**src/lsa_pkg.sv**
```systemverilog
package lsa_pkg;
	// Object counts per latch type and client sessions (panel is session 0)
	localparam int NLED = 8;
	localparam int NBO = 4;
	localparam int NSC = 4;
	localparam int NSES = 3;
	localparam int SESW = 2;
	localparam int LVLW = 3;
	localparam int AW = 8;
	// Register offsets
	localparam logic [AW-1:0] OFS_CTRL = 8'h00;
	localparam logic [AW-1:0] OFS_CFG = 8'h04;
	localparam logic [AW-1:0] OFS_AUTO = 8'h08;
	localparam logic [AW-1:0] OFS_COLL = 8'h0C;
	localparam logic [AW-1:0] OFS_STATE = 8'h10;
	localparam logic [AW-1:0] OFS_IRQST = 8'h14;
	localparam logic [AW-1:0] OFS_IRQMSK = 8'h18;
	localparam logic [AW-1:0] OFS_OFFDLY = 8'h1C;
	localparam logic [AW-1:0] OFS_INACT = 8'h20;
	localparam logic [AW-1:0] OFS_LEVEL = 8'h24;
	// Field positions and reset values
	localparam int CTRL_REMOTE = 0;
	localparam int COLL_LED = 0;
	localparam int COLL_BO = 1;
	localparam int COLL_SC = 2;
	localparam int COLL_TRIP = 3;
	localparam int IRQ_LATCH = 0;
	localparam int IRQ_CLEAR = 1;
	localparam int IRQ_EXPIRE = 2;
	localparam int IRQW = 3;
	localparam logic [31:0] CTRL_RST = 32'h0000_0001;
	localparam logic [LVLW-1:0] READ_ONLY_LEVEL = 3'h0;
	// Timing
	localparam int CLK_HZ = 40_000_000;
	localparam int BOOT_HOLD_MS = 100;
	localparam int BOOT_HOLD_CYC = BOOT_HOLD_MS * (CLK_HZ / 1000);
	localparam int BOOT_SETTLE = 4;
	localparam int INACT_S = 20;
	localparam longint INACT_CYC = longint'(INACT_S) * CLK_HZ;
	// Reset menu policy and boot states
	typedef enum logic [1:0] {POL_BOTH, POL_FACT_ONLY, POL_OFF} lsa_pol_t;
	typedef enum logic [1:0] {ST_BOOT, ST_MENU, ST_RUN} lsa_boot_t;
	// One bit per latchable object
	typedef struct packed {
		logic [NLED-1:0] led;
		logic [NBO-1:0] bo;
		logic [NSC-1:0] sc;
		logic trip;
	} lsa_vec_t;
	// Grouped acknowledge inputs
	typedef struct packed {
		logic led;
		logic bo;
		logic sc;
	} lsa_grp_t;
endpackage

```
**src/lsa_sync.sv**
```systemverilog
`timescale 1ns/10ps
module lsa_sync #(
	parameter int W = 1
) (
	input wire logic sys_clk, // Device clock
	input wire logic sys_rst, // Synchronous reset
	input wire logic [W-1:0] din, // Asynchronous pins
	output logic [W-1:0] dout, // Synchronised levels
	output logic [W-1:0] rise // One-cycle rising edges
);
	logic [W-1:0] meta;
	logic [W-1:0] prev;

	// Two-flop synchroniser, then edge history
	always_ff @(posedge sys_clk) begin
		if (sys_rst) begin
			meta <= '0;
			dout <= '0;
			prev <= '0;
		end else begin
			meta <= din;
			dout <= meta;
			prev <= dout;
		end
	end

	// Edge detect on the settled level only
	assign rise = dout & ~prev;
endmodule // lsa_sync

```
**src/lsa_offdelay.sv**
```systemverilog
`timescale 1ns/10ps
module lsa_offdelay #(
	parameter int CW = 16
) (
	input wire logic sys_clk, // Device clock
	input wire logic sys_rst, // Synchronous reset
	input wire logic din, // Relay demand
	input wire logic [CW-1:0] dly, // Off-delay in cycles
	output logic dout // Relay drive
);
	logic [CW-1:0] cnt;

	// Pull in at once, drop out after dly cycles
	always_ff @(posedge sys_clk) begin
		if (sys_rst) begin
			dout <= 1'b0;
			cnt <= '0;
		end else if (din) begin
			dout <= 1'b1;
			cnt <= '0;
		end else if (dout) begin
			if (cnt + 1'b1 >= dly) begin
				dout <= 1'b0;
			end else begin
				cnt <= cnt + 1'b1;
			end
		end
	end

	a_off_hold: assert property (@(posedge sys_clk) disable iff (sys_rst)
		$fell(din) && dly > 2 |=> dout ##1 dout)
		else $error("relay dropped before off-delay");
	a_off_end: assert property (@(posedge sys_clk) disable iff (sys_rst)
		!din && dout && cnt + 1'b1 >= dly |=> !dout)
		else $error("relay held past off-delay");
endmodule // lsa_offdelay

```
**src/lsa_top.sv**
```systemverilog
// Our own choices: the register offsets and the APB register port.
`timescale 1ns/10ps
// Overview of operation
// - latching enabled per LED, relay, SCADA, trip
// - individual signal clears its one latch
// - group signal clears all latches of group
// - alarm clears LEDs set for auto-clear
// - alarm never clears relays, SCADA or trip
// - collective commands each clear their set
// - panel cancel key clears all latches
// - latch clears only once its source dropped
// - remote disabled leaves only cancel key working
// - released relay drops after off-delay elapses
// - unlocked level permits that level and below
// - each session holds its own unlock
// - idle session falls back to read-only
// - policy: both, factory only, or menu off
// - factory reset clears settings, then restarts
// - password reset restores default passwords
module lsa_top #(
	parameter int HOLD_CYC = lsa_pkg::BOOT_HOLD_CYC,
	parameter logic [31:0] INACT_DEF = 32'(lsa_pkg::INACT_CYC),
	parameter logic [15:0] OFFDLY_DEF = 16'h0028
) (
	input wire logic sys_clk, // 40 MHz device clock
	input wire logic sys_rst, // Synchronous reset, high
	input wire logic psel, // APB select
	input wire logic penable, // APB enable
	input wire logic pwrite, // APB direction
	input wire logic [lsa_pkg::AW-1:0] paddr, // APB byte address
	input wire logic [31:0] pwdata, // APB write data
	output logic [31:0] prdata, // APB read data
	output logic pready, // APB ready
	output logic pslverr, // APB error on unmapped
	input wire lsa_pkg::lsa_vec_t srcPin, // Signals that set latches
	input wire lsa_pkg::lsa_vec_t indAckPin, // Individual acknowledges
	input wire lsa_pkg::lsa_grp_t grpAckPin, // Grouped acknowledges
	input wire logic protAlarmPin, // New protection alarm
	input wire logic genAlarmPin, // General protection alarm
	input wire logic cancelKeyPin, // Panel cancel key
	input wire lsa_pkg::lsa_pol_t resetPolicy, // Stored reset menu policy
	input wire logic factoryConfirm, // Factory reset confirmed
	input wire logic pwConfirm, // Password reset confirmed
	input wire logic unlockValid, // Password accepted pulse
	input wire logic [lsa_pkg::SESW-1:0] unlockSes, // Session of unlock
	input wire logic [lsa_pkg::LVLW-1:0] unlockLevel, // Level unlocked
	input wire logic [lsa_pkg::NSES-1:0] lockReq, // Return to read-only
	input wire logic [lsa_pkg::NSES-1:0] keyAct, // Key activity per session
	input wire logic [lsa_pkg::SESW-1:0] qSes, // Permission query session
	input wire logic [lsa_pkg::LVLW-1:0] qLevel, // Level needed by action
	output logic permit, // Action permitted
	output lsa_pkg::lsa_vec_t indOut, // Indication drives
	output logic menuActive, // Reset menu shown
	output logic passwordRestoreOption, // Password reset offered
	output logic factoryReset, // Clear all but hours counter
	output logic restartReq, // Restart request
	output logic pwRestore, // Restore default passwords
	output logic irq // Level interrupt
);
	import lsa_pkg::*;

	localparam int VW = $bits(lsa_vec_t);
	localparam int GW = $bits(lsa_grp_t);
	localparam int SW = 2 * VW + GW + 3;

	logic [SW-1:0] pinSync;
	logic [SW-1:0] pinRise;
	lsa_vec_t srcS;
	lsa_vec_t indRise;
	lsa_grp_t grpRise;
	logic alarmRise;
	logic keyS;
	logic keyRise;
	logic ackKey;
	logic remoteEn;
	lsa_vec_t latchCfg;
	logic [NLED-1:0] ledAuto;
	logic [15:0] offDly;
	logic [31:0] inactCyc;
	logic [IRQW-1:0] irqSt;
	logic [IRQW-1:0] irqMsk;
	lsa_vec_t latched;
	lsa_vec_t remoteClr;
	lsa_vec_t clr;
	logic [3:0] coll;
	logic [NBO-1:0] boDrive;
	logic [IRQW-1:0] ev;
	logic wrEn;
	logic softClr;
	logic [LVLW-1:0] level [NSES];
	logic [31:0] idle [NSES];
	logic [NSES-1:0] expire;
	lsa_boot_t state;
	logic [31:0] holdCnt;

	function automatic logic regHit(input logic [AW-1:0] a);
		regHit = a == OFS_CTRL || a == OFS_CFG || a == OFS_AUTO || a == OFS_COLL
			|| a == OFS_STATE || a == OFS_IRQST || a == OFS_IRQMSK
			|| a == OFS_OFFDLY || a == OFS_INACT || a == OFS_LEVEL;
	endfunction

	// All pins pass the synchroniser before use
	lsa_sync #(.W(SW)) u_sync (
		.sys_clk(sys_clk),
		.sys_rst(sys_rst),
		.din({srcPin, indAckPin, grpAckPin, protAlarmPin, genAlarmPin, cancelKeyPin}),
		.dout(pinSync),
		.rise(pinRise)
	);

	// Split the synchronised bundle; acks act on edges
	assign srcS = lsa_vec_t'(pinSync[SW-1 -: VW]);
	assign indRise = lsa_vec_t'(pinRise[SW-VW-1 -: VW]);
	assign grpRise = lsa_grp_t'(pinRise[3 +: GW]);
	assign alarmRise = pinRise[2] | pinRise[1];
	assign keyS = pinSync[0];
	assign keyRise = pinRise[0];
	assign ackKey = keyRise && state == ST_RUN;

	// APB slave: zero wait states
	assign pready = 1'b1;
	assign pslverr = psel && penable && !regHit(paddr);
	assign wrEn = psel && penable && pwrite && regHit(paddr);
	assign softClr = sys_rst || factoryReset;

	// Configuration registers
	always_ff @(posedge sys_clk) begin
		if (softClr) begin
			remoteEn <= CTRL_RST[CTRL_REMOTE];
			latchCfg <= '0;
			ledAuto <= '0;
			offDly <= OFFDLY_DEF;
			inactCyc <= INACT_DEF;
			irqMsk <= '0;
		end else if (wrEn) begin
			case (paddr)
				OFS_CTRL: remoteEn <= pwdata[CTRL_REMOTE];
				OFS_CFG: latchCfg <= lsa_vec_t'(pwdata[VW-1:0]);
				OFS_AUTO: ledAuto <= pwdata[NLED-1:0];
				OFS_OFFDLY: offDly <= pwdata[15:0];
				OFS_INACT: inactCyc <= pwdata;
				OFS_IRQMSK: irqMsk <= pwdata[IRQW-1:0];
				default: ;
			endcase
		end
	end

	// Collective command pulses, one cycle per write
	always_ff @(posedge sys_clk) begin
		if (softClr) begin
			coll <= '0;
		end else begin
			coll <= (wrEn && paddr == OFS_COLL) ? pwdata[3:0] : 4'h0;
		end
	end

	// Read data taken in the setup phase
	always_ff @(posedge sys_clk) begin
		if (sys_rst) begin
			prdata <= '0;
		end else if (psel && !penable && !pwrite) begin
			case (paddr)
				OFS_CTRL: prdata <= 32'({remoteEn});
				OFS_CFG: prdata <= 32'(latchCfg);
				OFS_AUTO: prdata <= 32'(ledAuto);
				OFS_STATE: prdata <= 32'(latched);
				OFS_IRQST: prdata <= 32'(irqSt);
				OFS_IRQMSK: prdata <= 32'(irqMsk);
				OFS_OFFDLY: prdata <= 32'(offDly);
				OFS_INACT: prdata <= inactCyc;
				OFS_LEVEL: prdata <= 32'({level[2], level[1], level[0]});
				default: prdata <= '0;
			endcase
		end
	end

	// Acknowledge requests gathered per object
	always_comb begin
		remoteClr = indRise;
		if (grpRise.led || coll[COLL_LED]) begin
			remoteClr.led = '1;
		end
		if (grpRise.bo || coll[COLL_BO]) begin
			remoteClr.bo = '1;
		end
		if (grpRise.sc || coll[COLL_SC]) begin
			remoteClr.sc = '1;
		end
		if (coll[COLL_TRIP]) begin
			remoteClr.trip = 1'b1;
		end
		remoteClr.led = remoteClr.led | (ledAuto & {NLED{alarmRise}});
		clr = remoteEn ? remoteClr : '0;
		if (ackKey) begin
			clr = '1;
		end
	end

	// Latches hold while the source stands
	always_ff @(posedge sys_clk) begin
		if (softClr) begin
			latched <= '0;
		end else begin
			latched <= lsa_vec_t'(latchCfg & (srcS | (latched & ~clr)));
		end
	end

	// Relay off-delay per binary output
	generate
		for (genvar b = 0; b < NBO; b++) begin : g_bo
			lsa_offdelay #(.CW(16)) u_off (
				.sys_clk(sys_clk),
				.sys_rst(softClr),
				.din(srcS.bo[b] | latched.bo[b]),
				.dly(offDly),
				.dout(boDrive[b])
			);
		end
	endgenerate

	// Indication outputs
	always_ff @(posedge sys_clk) begin
		if (softClr) begin
			indOut <= '0;
		end else begin
			indOut.led <= srcS.led | latched.led;
			indOut.bo <= boDrive;
			indOut.sc <= srcS.sc | latched.sc;
			indOut.trip <= srcS.trip | latched.trip;
		end
	end

	// Sticky status, set wins over clear
	assign ev[IRQ_LATCH] = |(latchCfg & srcS & ~latched);
	assign ev[IRQ_CLEAR] = |(latched & clr & ~srcS);
	assign ev[IRQ_EXPIRE] = |expire;
	always_ff @(posedge sys_clk) begin
		if (softClr) begin
			irqSt <= '0;
		end else begin
			irqSt <= (irqSt & ~((wrEn && paddr == OFS_IRQST) ? pwdata[IRQW-1:0] : '0)) | ev;
		end
	end
	assign irq = |(irqSt & irqMsk);

	// Per-session access level and inactivity timer
	generate
		for (genvar s = 0; s < NSES; s++) begin : g_ses
			assign expire[s] = level[s] != READ_ONLY_LEVEL && idle[s] + 1'b1 >= inactCyc
				&& !keyAct[s] && !(unlockValid && unlockSes == SESW'(s)) && !lockReq[s];
			always_ff @(posedge sys_clk) begin
				if (softClr) begin
					level[s] <= READ_ONLY_LEVEL;
					idle[s] <= '0;
				end else if (unlockValid && unlockSes == SESW'(s)) begin
					level[s] <= unlockLevel;
					idle[s] <= '0;
				end else if (lockReq[s]) begin
					level[s] <= READ_ONLY_LEVEL;
					idle[s] <= '0;
				end else if (keyAct[s] || level[s] == READ_ONLY_LEVEL) begin
					idle[s] <= '0;
				end else if (expire[s]) begin
					level[s] <= READ_ONLY_LEVEL;
					idle[s] <= '0;
				end else begin
					idle[s] <= idle[s] + 1'b1;
				end
			end
		end
	endgenerate

	// Permission check against the querying session
	always_ff @(posedge sys_clk) begin
		if (softClr) begin
			permit <= 1'b0;
		end else begin
			permit <= qSes < SESW'(NSES) && level[qSes] >= qLevel;
		end
	end

	// Boot sequence and reset menu
	always_ff @(posedge sys_clk) begin
		if (sys_rst) begin
			state <= ST_BOOT;
			holdCnt <= '0;
		end else begin
			case (state)
				ST_BOOT: begin
					holdCnt <= holdCnt + 1'b1;
					if (holdCnt + 1'b1 >= 32'(HOLD_CYC)) begin
						state <= (keyS && resetPolicy != POL_OFF) ? ST_MENU : ST_RUN;
					end else if (!keyS && holdCnt >= 32'(BOOT_SETTLE)) begin
						state <= ST_RUN;
					end
				end
				ST_MENU: begin
					holdCnt <= '0;
					if (factoryConfirm) begin
						state <= ST_BOOT;
					end else if (pwConfirm && resetPolicy == POL_BOTH) begin
						state <= ST_RUN;
					end else if (keyRise) begin
						state <= ST_RUN;
					end
				end
				ST_RUN: holdCnt <= '0;
				default: state <= ST_BOOT;
			endcase
		end
	end

	// Reset menu action pulses
	always_ff @(posedge sys_clk) begin
		if (sys_rst) begin
			factoryReset <= 1'b0;
			restartReq <= 1'b0;
			pwRestore <= 1'b0;
		end else begin
			factoryReset <= state == ST_MENU && factoryConfirm;
			restartReq <= state == ST_MENU && factoryConfirm;
			pwRestore <= state == ST_MENU && !factoryConfirm && pwConfirm
				&& resetPolicy == POL_BOTH;
		end
	end
	assign menuActive = state == ST_MENU;
	assign passwordRestoreOption = state == ST_MENU && resetPolicy == POL_BOTH;

	a_cfg_gates_latch: assert property (@(posedge sys_clk) disable iff (softClr)
		!latchCfg.led[0] && !wrEn |=> !latched.led[0])
		else $error("LED latched while latching disabled");
	a_ind_clear_one: assert property (@(posedge sys_clk) disable iff (softClr)
		remoteEn && indRise.led[0] && latchCfg.led[0] && !srcS.led[0] && !wrEn |=> !latched.led[0])
		else $error("individual acknowledge missed");
	a_group_led_clear: assert property (@(posedge sys_clk) disable iff (softClr)
		remoteEn && grpRise.led && srcS.led == '0 |=> latched.led == '0)
		else $error("group acknowledge left LED latched");
	a_auto_led_clear: assert property (@(posedge sys_clk) disable iff (softClr)
		remoteEn && alarmRise && ledAuto[0] && !srcS.led[0] |=> !latched.led[0])
		else $error("auto acknowledge missed");
	a_auto_not_bo: assert property (@(posedge sys_clk) disable iff (softClr)
		alarmRise && !ackKey && !grpRise.bo && !coll[COLL_BO] && indRise.bo == '0
		&& latched.bo[0] && latchCfg.bo[0] && !wrEn |=> latched.bo[0])
		else $error("alarm cleared a relay latch");
	a_coll_trip: assert property (@(posedge sys_clk) disable iff (softClr)
		remoteEn && coll[COLL_TRIP] && !srcS.trip |=> !latched.trip)
		else $error("collective command missed trip");
	a_key_clears: assert property (@(posedge sys_clk) disable iff (softClr)
		ackKey && srcS.sc == '0 |=> latched.sc == '0)
		else $error("cancel key left SCADA latched");
	a_src_holds: assert property (@(posedge sys_clk) disable iff (softClr)
		srcS.led[1] && latchCfg.led[1] && !wrEn |=> latched.led[1])
		else $error("latch cleared with source active");
	a_remote_block: assert property (@(posedge sys_clk) disable iff (softClr)
		!remoteEn && !ackKey && latched.sc[0] && latchCfg.sc[0] && !wrEn |=> latched.sc[0])
		else $error("acknowledge passed with remote disabled");
	a_edge_once: assert property (@(posedge sys_clk) disable iff (softClr)
		indRise.led[2] |=> !indRise.led[2])
		else $error("acknowledge edge repeated");
	a_permit_level: assert property (@(posedge sys_clk) disable iff (softClr)
		qSes == '0 && qLevel <= level[0] |=> permit)
		else $error("permission refused at unlocked level");
	a_unlock_own: assert property (@(posedge sys_clk) disable iff (softClr)
		unlockValid && unlockSes == 2'h1 && !lockReq[0] && !keyAct[0] && !expire[0]
		|=> level[0] == $past(level[0]))
		else $error("unlock leaked into panel session");
	a_idle_expire: assert property (@(posedge sys_clk) disable iff (softClr)
		expire[1] |=> level[1] == READ_ONLY_LEVEL)
		else $error("idle session kept its level");
	a_policy_menu: assert property (@(posedge sys_clk) disable iff (sys_rst)
		state == ST_MENU |-> resetPolicy != POL_OFF || $past(state) == ST_MENU)
		else $error("menu entered while disabled");
	a_factory_restart: assert property (@(posedge sys_clk) disable iff (sys_rst)
		state == ST_MENU && factoryConfirm |=> factoryReset && restartReq ##1 latched == '0)
		else $error("factory reset incomplete");
	a_pw_policy: assert property (@(posedge sys_clk) disable iff (sys_rst)
		pwRestore |-> $past(resetPolicy) == POL_BOTH && $past(state) == ST_MENU)
		else $error("password reset outside policy");

	c_key_ack: cover property (@(posedge sys_clk) disable iff (softClr) ackKey && latched != '0);
	c_auto_ack: cover property (@(posedge sys_clk) disable iff (softClr) alarmRise && (latched.led & ledAuto) != '0);
	c_expire: cover property (@(posedge sys_clk) disable iff (softClr) expire != '0);
	c_menu: cover property (@(posedge sys_clk) disable iff (sys_rst) state == ST_MENU);
endmodule // lsa_top

```
**config.mk**
```make
export PLATFORM = sky130hd
export DESIGN_NAME = lsa_top
export DESIGN_NICKNAME = d
export VERILOG_FILES = /design/src/lsa_pkg.sv /design/src/lsa_sync.sv /design/src/lsa_offdelay.sv /design/src/lsa_top.sv
export SDC_FILE = /design/constraint.sdc
export NUM_CORES = 1
export LEC_CHECK = 0
export ABC_AREA = 1
export BUFFER_PORTS_ARGS = -buffer_cell sky130_fd_sc_hd__buf_2
export CORE_MARGIN = 2
export CORE_UTILIZATION = 46
export CTS_CLUSTER_DIAMETER = 60
export DETAILED_ROUTE_END_ITERATION = 7
export SYNTH_ARGS = -nofsm -noshare
export SYNTH_HDL_FRONTEND = slang
export SYNTH_SLANG_ARGS = --single-unit
```
**constraint.sdc**
```tcl
create_clock -name sys_clk -period 4.9 [get_ports sys_clk]
set_clock_uncertainty 0.15 [all_clocks]
set_input_delay 0.98 -clock sys_clk [delete_from_list [all_inputs] [get_ports sys_clk]]
set_output_delay 0.98 -clock sys_clk [all_outputs]
set_load 0.005 [all_outputs]
```
After elaboration in Yosys (flattened, before gate mapping)
Memories as Yosys holds them, arrays and structs flattened.
Index checks and enable logic that the tools add are counted.
{"block": "op_classes", "magnitude_cmp": 11, "muxes": 126, "n_reduce_logical": 95, "bitwise": 56, "eq_ne": 16, "add_sub_neg": 8}
{"operator": "$mux 32", "count": 15}
{"operator": "$pmux 32 s9", "count": 1}
{"operator": "$add 32x1->32 const B", "count": 4}
{"operator": "$and 17x17->17", "count": 6}
{"operator": "$ge 32x32->1", "count": 3}
{"operator": "$mux 1", "count": 87}
{"operator": "$add 16x1->16 const B", "count": 4}
{"operator": "$ge 16x16->1", "count": 4}
{"operator": "$pmux 32 s2", "count": 1}
{"operator": "$not 17->17", "count": 3}
{"operator": "$mux 17", "count": 2}
{"operator": "$reduce_or 17->1", "count": 2}
{"operator": "$logic_and 1x1->1", "count": 33}
{"operator": "$eq 8x5->1 const B", "count": 4}
{"operator": "$ge 32x22->1 const B", "count": 1}
{"operator": "$ge 32x3->1 const B", "count": 1}
{"operator": "$mux 3", "count": 10}
{"operator": "$or 1x1->1", "count": 30}
{"operator": "$and 23x23->23", "count": 1}
{"operator": "$not 23->23", "count": 1}
{"operator": "$reduce_and 2->1", "count": 10}
{"operator": "$or 17x17->17", "count": 1}
{"operator": "$eq 8x4->1 const B", "count": 2}
{"operator": "$eq 8x6->1 const B", "count": 2}
{"operator": "other kinds (29)", "count": 84}
{"block": "totals", "regBits": 358, "output_inout_bits": 58, "memories": 2, "inputBits": 106, "mem_bits_rw": 105, "wordCells": 350}
{"name": "idle", "depth": 3, "word_bits": 32, "read_ports": 3, "rd_clocked_by_memory_dff": 0, "write_ports": 3, "line": "lsa_top.sv:91", "rtl": "logic [31:0] idle [NSES];"}
{"name": "level", "depth": 3, "word_bits": 3, "read_ports": 4, "rd_clocked_by_memory_dff": 0, "write_ports": 3, "line": "lsa_top.sv:90", "rtl": "logic [LVLW-1:0] level [NSES];"}

Depth between registers and ports, before layout
Gate-level depths: netlist of the first run.
{"block": "logic_depth", "ltp_word": 16, "depth_mapped": 26, "mapped_depth_nobuf": 26}

Cells and area by module
Synthesis of the first run repeated with hierarchy kept, for this count alone.
{"block": "hier_totals", "hier_cells": 3681, "hier_area_um2": 27380.0}
{"mod": "lsa_top", "seq_area_each_um2": 6896.6, "area_per_inst_um2": 17596.9, "instances": 1, "cells_per_inst": 2368}
{"mod": "lsa_offdelay", "seq_area_each_um2": 340.3, "area_per_inst_um2": 1549.0, "instances": 4, "cells_per_inst": 225}
{"mod": "lsa_sync", "seq_area_each_um2": 2402.3, "area_per_inst_um2": 3587.2, "instances": 1, "cells_per_inst": 413}

Worst setup path before layout of the first run
Ideal clock, no wire load.
{"block": "synth_timing", "path_type": "reg-to-reg", "from": "memory idle[1][0]", "to": "memory idle[1][26] (data pin)", "setup_time_ns": 0.266, "arrival_ns": 3.216, "period_less_slack_ns": 3.632, "n_path_buf": 1, "setup_slack_ns": 1.268, "path_stages_with_launch": 25, "t_required_ns": 4.484, "path_cell_list": "edfxtp_1 > ha_1 > nand3_2 > nor3_4 > nand4_2 > inv_2 > nand2_2 > nor2_2 > inv_2 > nor2_4 > nand2_2 > nor2_4 > nand4_1 > nand2_1 > inv_1 > ha_1 > nand2_1 > nor4_1 > and3_1 > nand4_1 > nand3_1 > nand2_1 > nand2_1 > clkbuf_1 > nor2_1"}
{"item": "from (decl)", "line": "lsa_top.sv:91"}

==> results of run 1 <==
## area by class of cell
type                       instances  area [um^2]
sequential                       463        10320
timing repair buffer             178        937.1
fill                            5139        25000
multi-input combinational       2328        12670
antenna                            1        2.502
clock buffer                      80         1613
tap                              696        870.8
inverter                         528         1982
clock inverter                    20        319.1
## cell usage in the layout, fill, tap and decap left out, types with 11 or more instances in the layout
cell / instances
a21oi_1: 307
buf_2: 161
buf_4: 16
clkbuf_1: 13
clkbuf_16: 57
conb_1: 97
dfxtp_1: 358
edfxtp_1: 105
ha_1: 176
inv_1: 518
nand2_1: 611
nand2_2: 11
nand3_1: 129
nand4_1: 44
nor2_1: 420
nor2_2: 20
nor2_4: 11
nor3_1: 46
nor3_2: 11
nor4_1: 26
o211ai_1: 27
o21ai_0: 148
o22ai_1: 25
xnor2_1: 19
xor2_1: 101
## cell families after synthesis
family | Yosys count | share of synthesized area
other | 1 | 0.0001503
AND/OR/NAND/NOR | 1374 | 0.2393
flip-flops | 463 | 0.4137
buffers and inverters | 614 | 0.09359
adder cells (fa/ha/maj) | 176 | 0.08827
XOR/XNOR | 121 | 0.04278
AO/OA/AOI/OAI | 560 | 0.1222
## synthesized netlist by cell type, drive strengths merged, types with 9 or more instances
master / count
edfxtp: 105
and3: 10
nand3: 136
o21ai: 153
a211oi: 9
a21oi: 307
o211ai: 27
o22ai: 25
nor2: 451
or2: 10
nand4: 46
clkbuf: 67
inv: 528
nor3: 58
dfxtp: 358
buf: 19
nand2: 623
nor4: 26
ha: 176
o221ai: 9
xnor2: 20
xor2: 101
## power groups by stage
| stage | combinational (mW) | sequential, mW | clock [mW] |
|---|---|---|---|
| 2_1_floorplan | 0.546 | 4.16 | 0 |
| 3_3_place_gp | 0.782 | 4.18 | 0 |
| 3_5_place_dp | 0.801 | 4.19 | 0 |
| 4_1_cts | 0.806 | 4.10 | 4.39 |
| 5_1_grt | 0.918 | 4.12 | 4.56 |
| 6_report | 0.808 | 4.10 | 4.31 |
## state kept, by name, summed over array words and instances (netlist names), 2 cells and up
name             cells
coll                 4
g_bo.u_off.cnt      64
g_bo.u_off.dout      4
holdCnt             32
idle                96
inactCyc            32
indOut              17
irqMsk               3
irqSt                3
latchCfg            17
latched             17
ledAuto              8
level                9
offDly              16
prdata              32
state                2
u_sync.dout         40
u_sync.meta         40
u_sync.prev         23
## critical path, stage by stage, from the launching register on
cell and delay (ns):
edfxtp_1 0.40, and3_1 0.22, nand2_1 0.07, nor2_2 0.13
nand3_2 0.14, nor3_2 0.16, nand3_1 0.19, nor2_1 0.23
nand4_1 0.16, xor2_1 0.26, inv_1 0.07, ha_1 0.29
nand2_1 0.07, nor2_1 0.12, nand2_1 0.08, nor4_1 0.33
nand4_1 0.16, nand4_1 0.14, nand2_1 0.09, nand2_1 0.07
buf_4 0.33, nor2_1 0.10
## per-layer routing
metal | GRT usage | part of all wire | vias up
met5 | 0 | 0.00038 | -
met1 | 0.3247 | 0.44 | 10050
met2 | 0.4266 | 0.46 | 633
met3 | 0.03229 | 0.055 | 150
met4 | 0.1084 | 0.041 | 4
li1 | - | - | 11170
## stage by stage
stage / hold slack, ns / power, mW
final: 0.2474 / 9.219
after global routing: 0.2708 / 9.592
after CTS: 0.2492 / 9.303
after detailed placement: 0.2416 / 4.987
after global placement: 0.2399 / 4.963
after floorplan: 0.2383 / 4.705
## worst paths after layout
| check | from | slack [ns] | cells past startpoint | end |
|---|---|---|---|---|
| hold / removal | u_sync.meta[33] | 0.25 | 2 | u_sync.dout[33] |
| setup / recovery | idle[0][2] | 0.66 | 21 | idle[0][18] |
| setup reg to reg | idle[0][2] | 0.66 | 21 | idle[0][18] |
| hold reg to reg | u_sync.meta[33] | 0.25 | 2 | u_sync.dout[33] |
==> impl_metrics.toml, run 1 <==
[pwr]
power_density_nw_per_um2 = 321.1
p_sw_frac = 0.2489
pwr-share-comb = 0.088
internal-power_mw = 6.925
power.net_switching_mw = 2.295
vdd_drop_max_v = 0.0002608
leakagePower_nw = 12.81
power_frac_clock = 0.467
p_seq_frac = 0.445

[timing]
hold_viol = 0
fin_tns_setup_ns = 0
slew_viol_final = 0
setup_viol = 0
worst_slack_ns = 0.6613
min_period_ns = 4.239
rsz0062_at_grt = "false"
relSlewSlack = 0.2319
worst_pin_slew_ns = 1.152
fin_crit_sh = 0.8650
fmax_mhz = 235.9

[cells_and_area]
fin_nets = 3834
stdcell_count = 4294
layout-drive-gt1-share = 0.09897
syn2layout_area_growth_pct = 15.09
fin_area_um2 = 28710
final_core_util = 0.5346

[clock_tree]
cts_buffers = 53
clockRootBuffer = "clkbuf_16"
clockBufferDepth = 3
cts-htree-levels = 2
hold_buffers = 0
cts-resized-gates = 0
cts_tree = "built"
clock_latency_ns = 0.62
clk_pin_slew_worst_paths_ns = 0.06
numClockSinks = 463
post_cts_buffers = 0

[synth]
synth-seq-area-share = 0.4137
ys_types = 61
synth_cells = 3309
synth_area_per_cell_um2 = 7.539
ys_warn_count = 0
synthArstFlopShare = 0
synth_area_leaders = "dfxtp_1 (29%), edfxtp_1 (13%), nand2_1 (9.2%), ha_1 (8.8%), inv_1 (7.8%)"
synth_ff_type = "dfxtp_1"
synth_top_area_share = 0.2873
synth_edf_count = 105
ys_seq_elements = 463
netlist_area_um2 = 24950
post-synth-top-area-cell = "dfxtp_1"

[placement]
place_area_um2 = 26780
dpl.hpwl_um = 54260
dpl.cell_count = 4193
port_buffers = 162
gp_congestion = 0.8975
dp_slack_ns = 0.7490

[route]
wl_per_cell_um = 16.67
ant_nets = 0
drt-total-wl_um = 71570
vias = 22000
dr.pass1.iters = 6
drc_errors = 0
vias_per_cell = 5.124
drt-initial-drc-count = 1434

[floorplan]
fp.dieArea_um2 = 56110
initial_core_util = 0.4645
rows = 85
coreArea_um2 = 53710
io_pins = 164
fp.dieH_um = 236.9
fp.dieW_um = 236.9

[job]
maxCapViolations = 0

[setup_path]
path_class = "register to register"
cp.required_ns = 5.09
cp-end-kind = "register"
arrival_ns = 4.43
crit_fanout = 32
start_kind = "register"

[global_route]
grt_pass1_wl_um = 111800
grt.overflow.total = 0
grt_max_degree = 102
track_usage = 0.2525
grt_pass1_vias = 21080
antenna_found_initial = 4

[status]
status = "completed"

[worst_hold_path]
holdCritPathClass = "register to register"
Note: power is estimated with default switching activity, not from simulation.
==> run 2, diff against run 1 <==
--- a/config.mk
+++ b/config.mk
@@ -11,6 +11,7 @@
 export CORE_UTILIZATION = 46
 export CTS_CLUSTER_DIAMETER = 60
 export DETAILED_ROUTE_END_ITERATION = 7
+export REMOVE_ABC_BUFFERS = 1
 export SYNTH_ARGS = -nofsm -noshare
 export SYNTH_HDL_FRONTEND = slang
 export SYNTH_SLANG_ARGS = --single-unit
==> run 2 against run 1 <==
Sequential cell count is the same. Largest power group unchanged. Critical endpoint is now idle[0][24]. Hold slack better by 0.0029 ns. Core utilization barely moved. Highest routed layer unchanged. Combinational power down 0.9%.
==> impl_metrics.toml, run 2 (synthesis results as in run 1) <==
[route]
dr.pass1.iters = 5
drt-total-wl_um = 70680
vias_per_cell = 5.087
drc_errors = 0
wl_per_cell_um = 16.45
vias = 21850
drt-initial-drc-count = 1371
ant_nets = 0

[setup_path]
cp-end-kind = "register"
r2r_setup_slack_ns = 0.54
crit_fanout = 32
critPathSlowestCell = "edfxtp_1"
arrival_ns = 4.55
crit_path_start = "idle[0][2]"
slowest_delay_ns = 0.42
ff2ff_path_depth = 21
crit_chain = "and3_1, nand2_1, nor2_2, nand3_2, nor3_2, nand3_1, nor2_1, nand4_1, xor2_1, inv_1, ha_1, nand2_1, nor2_1, nand2_1, nor4_1, nand4_1, nand4_1, nand2_1, nand2_1, buf_4, nor2_1"
cpMostUsedCell = "nand2_1"
cp.required_ns = 5.09
rr_startpoint = "idle[0][2]"
r2r_end = "idle[0][24]"
start_kind = "register"
path_class = "register to register"

[clock_tree]
post_cts_buffers = 0
clk_pin_slew_worst_paths_ns = 0.06
cts-htree-levels = 2
cts-resized-gates = 0
cts_tree = "built"
cts_buffers = 53
clockBufferDepth = 3
hold_buffers = 0
clockRootBuffer = "clkbuf_16"
clock_latency_ns = 0.62
numClockSinks = 463

[floorplan]
fp.dieW_um = 236.9
coreArea_um2 = 53710
fp.dieH_um = 236.9
initial_core_util = 0.4645
fp.dieArea_um2 = 56110
io_pins = 164
rows = 85

[timing]
relSlewSlack = 0.2269
fmax_mhz = 229.6
min_period_ns = 4.356
worst_pin_slew_ns = 1.160
hold_viol = 0
slew_viol_final = 0
setup_viol = 0
fin_hold_ws_ns = 0.2503
fin_crit_sh = 0.8890
rsz0062_at_grt = "false"

[cells_and_area]
syn2layout_area_growth_pct = 15.04
layout_common_cells = "nand2_1 (611), inv_1 (518), nor2_1 (420)"
layout-drive-gt1-share = 0.1017
top_register = "idle"
top_regs = "idle: 96 flops, g_bo.u_off.cnt: 64 flops"
largest_register_ffs = 96
fin_nets = 3836
layout_commonest_cell = "nand2_1"
stdcell_count = 4296

[global_route]
antenna_found_initial = 4
grt_pass1_vias = 21230
grt_max_degree = 72
grt_pass1_wl_um = 110900
track_usage = 0.2500
grt.overflow.total = 0

[placement]
dpl.hpwl_um = 53280
gp_congestion = 0.8950
port_buffers = 162
dpl.cell_count = 4195

[worst_hold_path]
hold_end = "u_sync.dout[14]"
hold_depth = 2
hold_start = "u_sync.meta[14]"
holdCritPathClass = "register to register"

[status]
status = "completed"

[pwr]
leakagePower_nw = 12.82
vdd_drop_max_v = 0.0002231
power_density_nw_per_um2 = 320.0

[job]
maxCapViolations = 0
-- run 2: changes by cell type in the layout (fill, tap and decap cells not counted), sizes merged --
cell	previous run	this run
clkinv	8	11
bufinv	7	6
clkinvlp	2	3
diode	1	2
inv	531	536
buf	178	180
clkbuf	80	71
-- run 2: area by class of cell --
class | instances | area (um^2)
well taps | 696 | 870.8
diodes | 2 | 5.005
repair buffers | 180 | 952.2
clock buffers | 71 | 1579
clock inverters | 28 | 322.8
inverters | 528 | 1982
flip-flops and latches | 463 | 10320
multi-input cells | 2328 | 12670
fillers | 5137 | 25010
-- run 2: stage by stage --
| step | TNS (ns) | power [mW] | area (um^2) | util | setup WS, ns |
|---|---|---|---|---|---|
| after floorplan | -53.59 | 4.668 | 24960 | - | -1.067 |
| after global placement | 0 | 4.955 | 26790 | 0.4989 | 0.6234 |
| after detailed placement | 0 | 4.979 | 26790 | 0.4989 | 0.5185 |
| after CTS | 0 | 9.253 | 28700 | 0.5343 | 0.5148 |
| after global routing | 0 | 9.515 | 28700 | 0.5343 | 0.03821 |
| final | 0 | 9.183 | 28700 | 0.5344 | 0.5438 |
-- run 2: worst max path at each step --
| stage | to | slack, ns | depth (start not counted) |
|---|---|---|---|
| 2_1_floorplan | idle[0][18] | -1.07 | 7 |
| 3_3_place_gp | idle[0][24] | 0.62 | 22 |
| 3_5_place_dp | idle[0][24] | 0.52 | 21 |
| 4_1_cts | idle[0][24] | 0.51 | 21 |
| 5_1_grt | idle[0][24] | 0.04 | 21 |
| 6_report | idle[0][24] | 0.54 | 21 |
-- run 2: critical path, delay by kind of cell (launching register included) --
family                     cells  cell delay, ns
xor gates and xnor gates       1            0.20
adders and majority gates      1            0.30
buffers and inverters          2            0.39
DFF                            1            0.42
and+or+nand+nor               17            2.62
-- run 2: layer usage --
layer,track usage,vias up,part of all wire
met5,0,-,0.00038
met4,0.09743,4,0.035
met3,0.03031,134,0.051
met2,0.4365,567,0.48
met1,0.3147,9991,0.44
li1,-,11160,-
-- run 2: report_power, final --
group	internal [mW]	switching, mW	leakage (nW)
Combinational	0.249	0.552	7.87
Clock	2.59	1.69	0.945
Sequential	4.02	0.0821	4.00
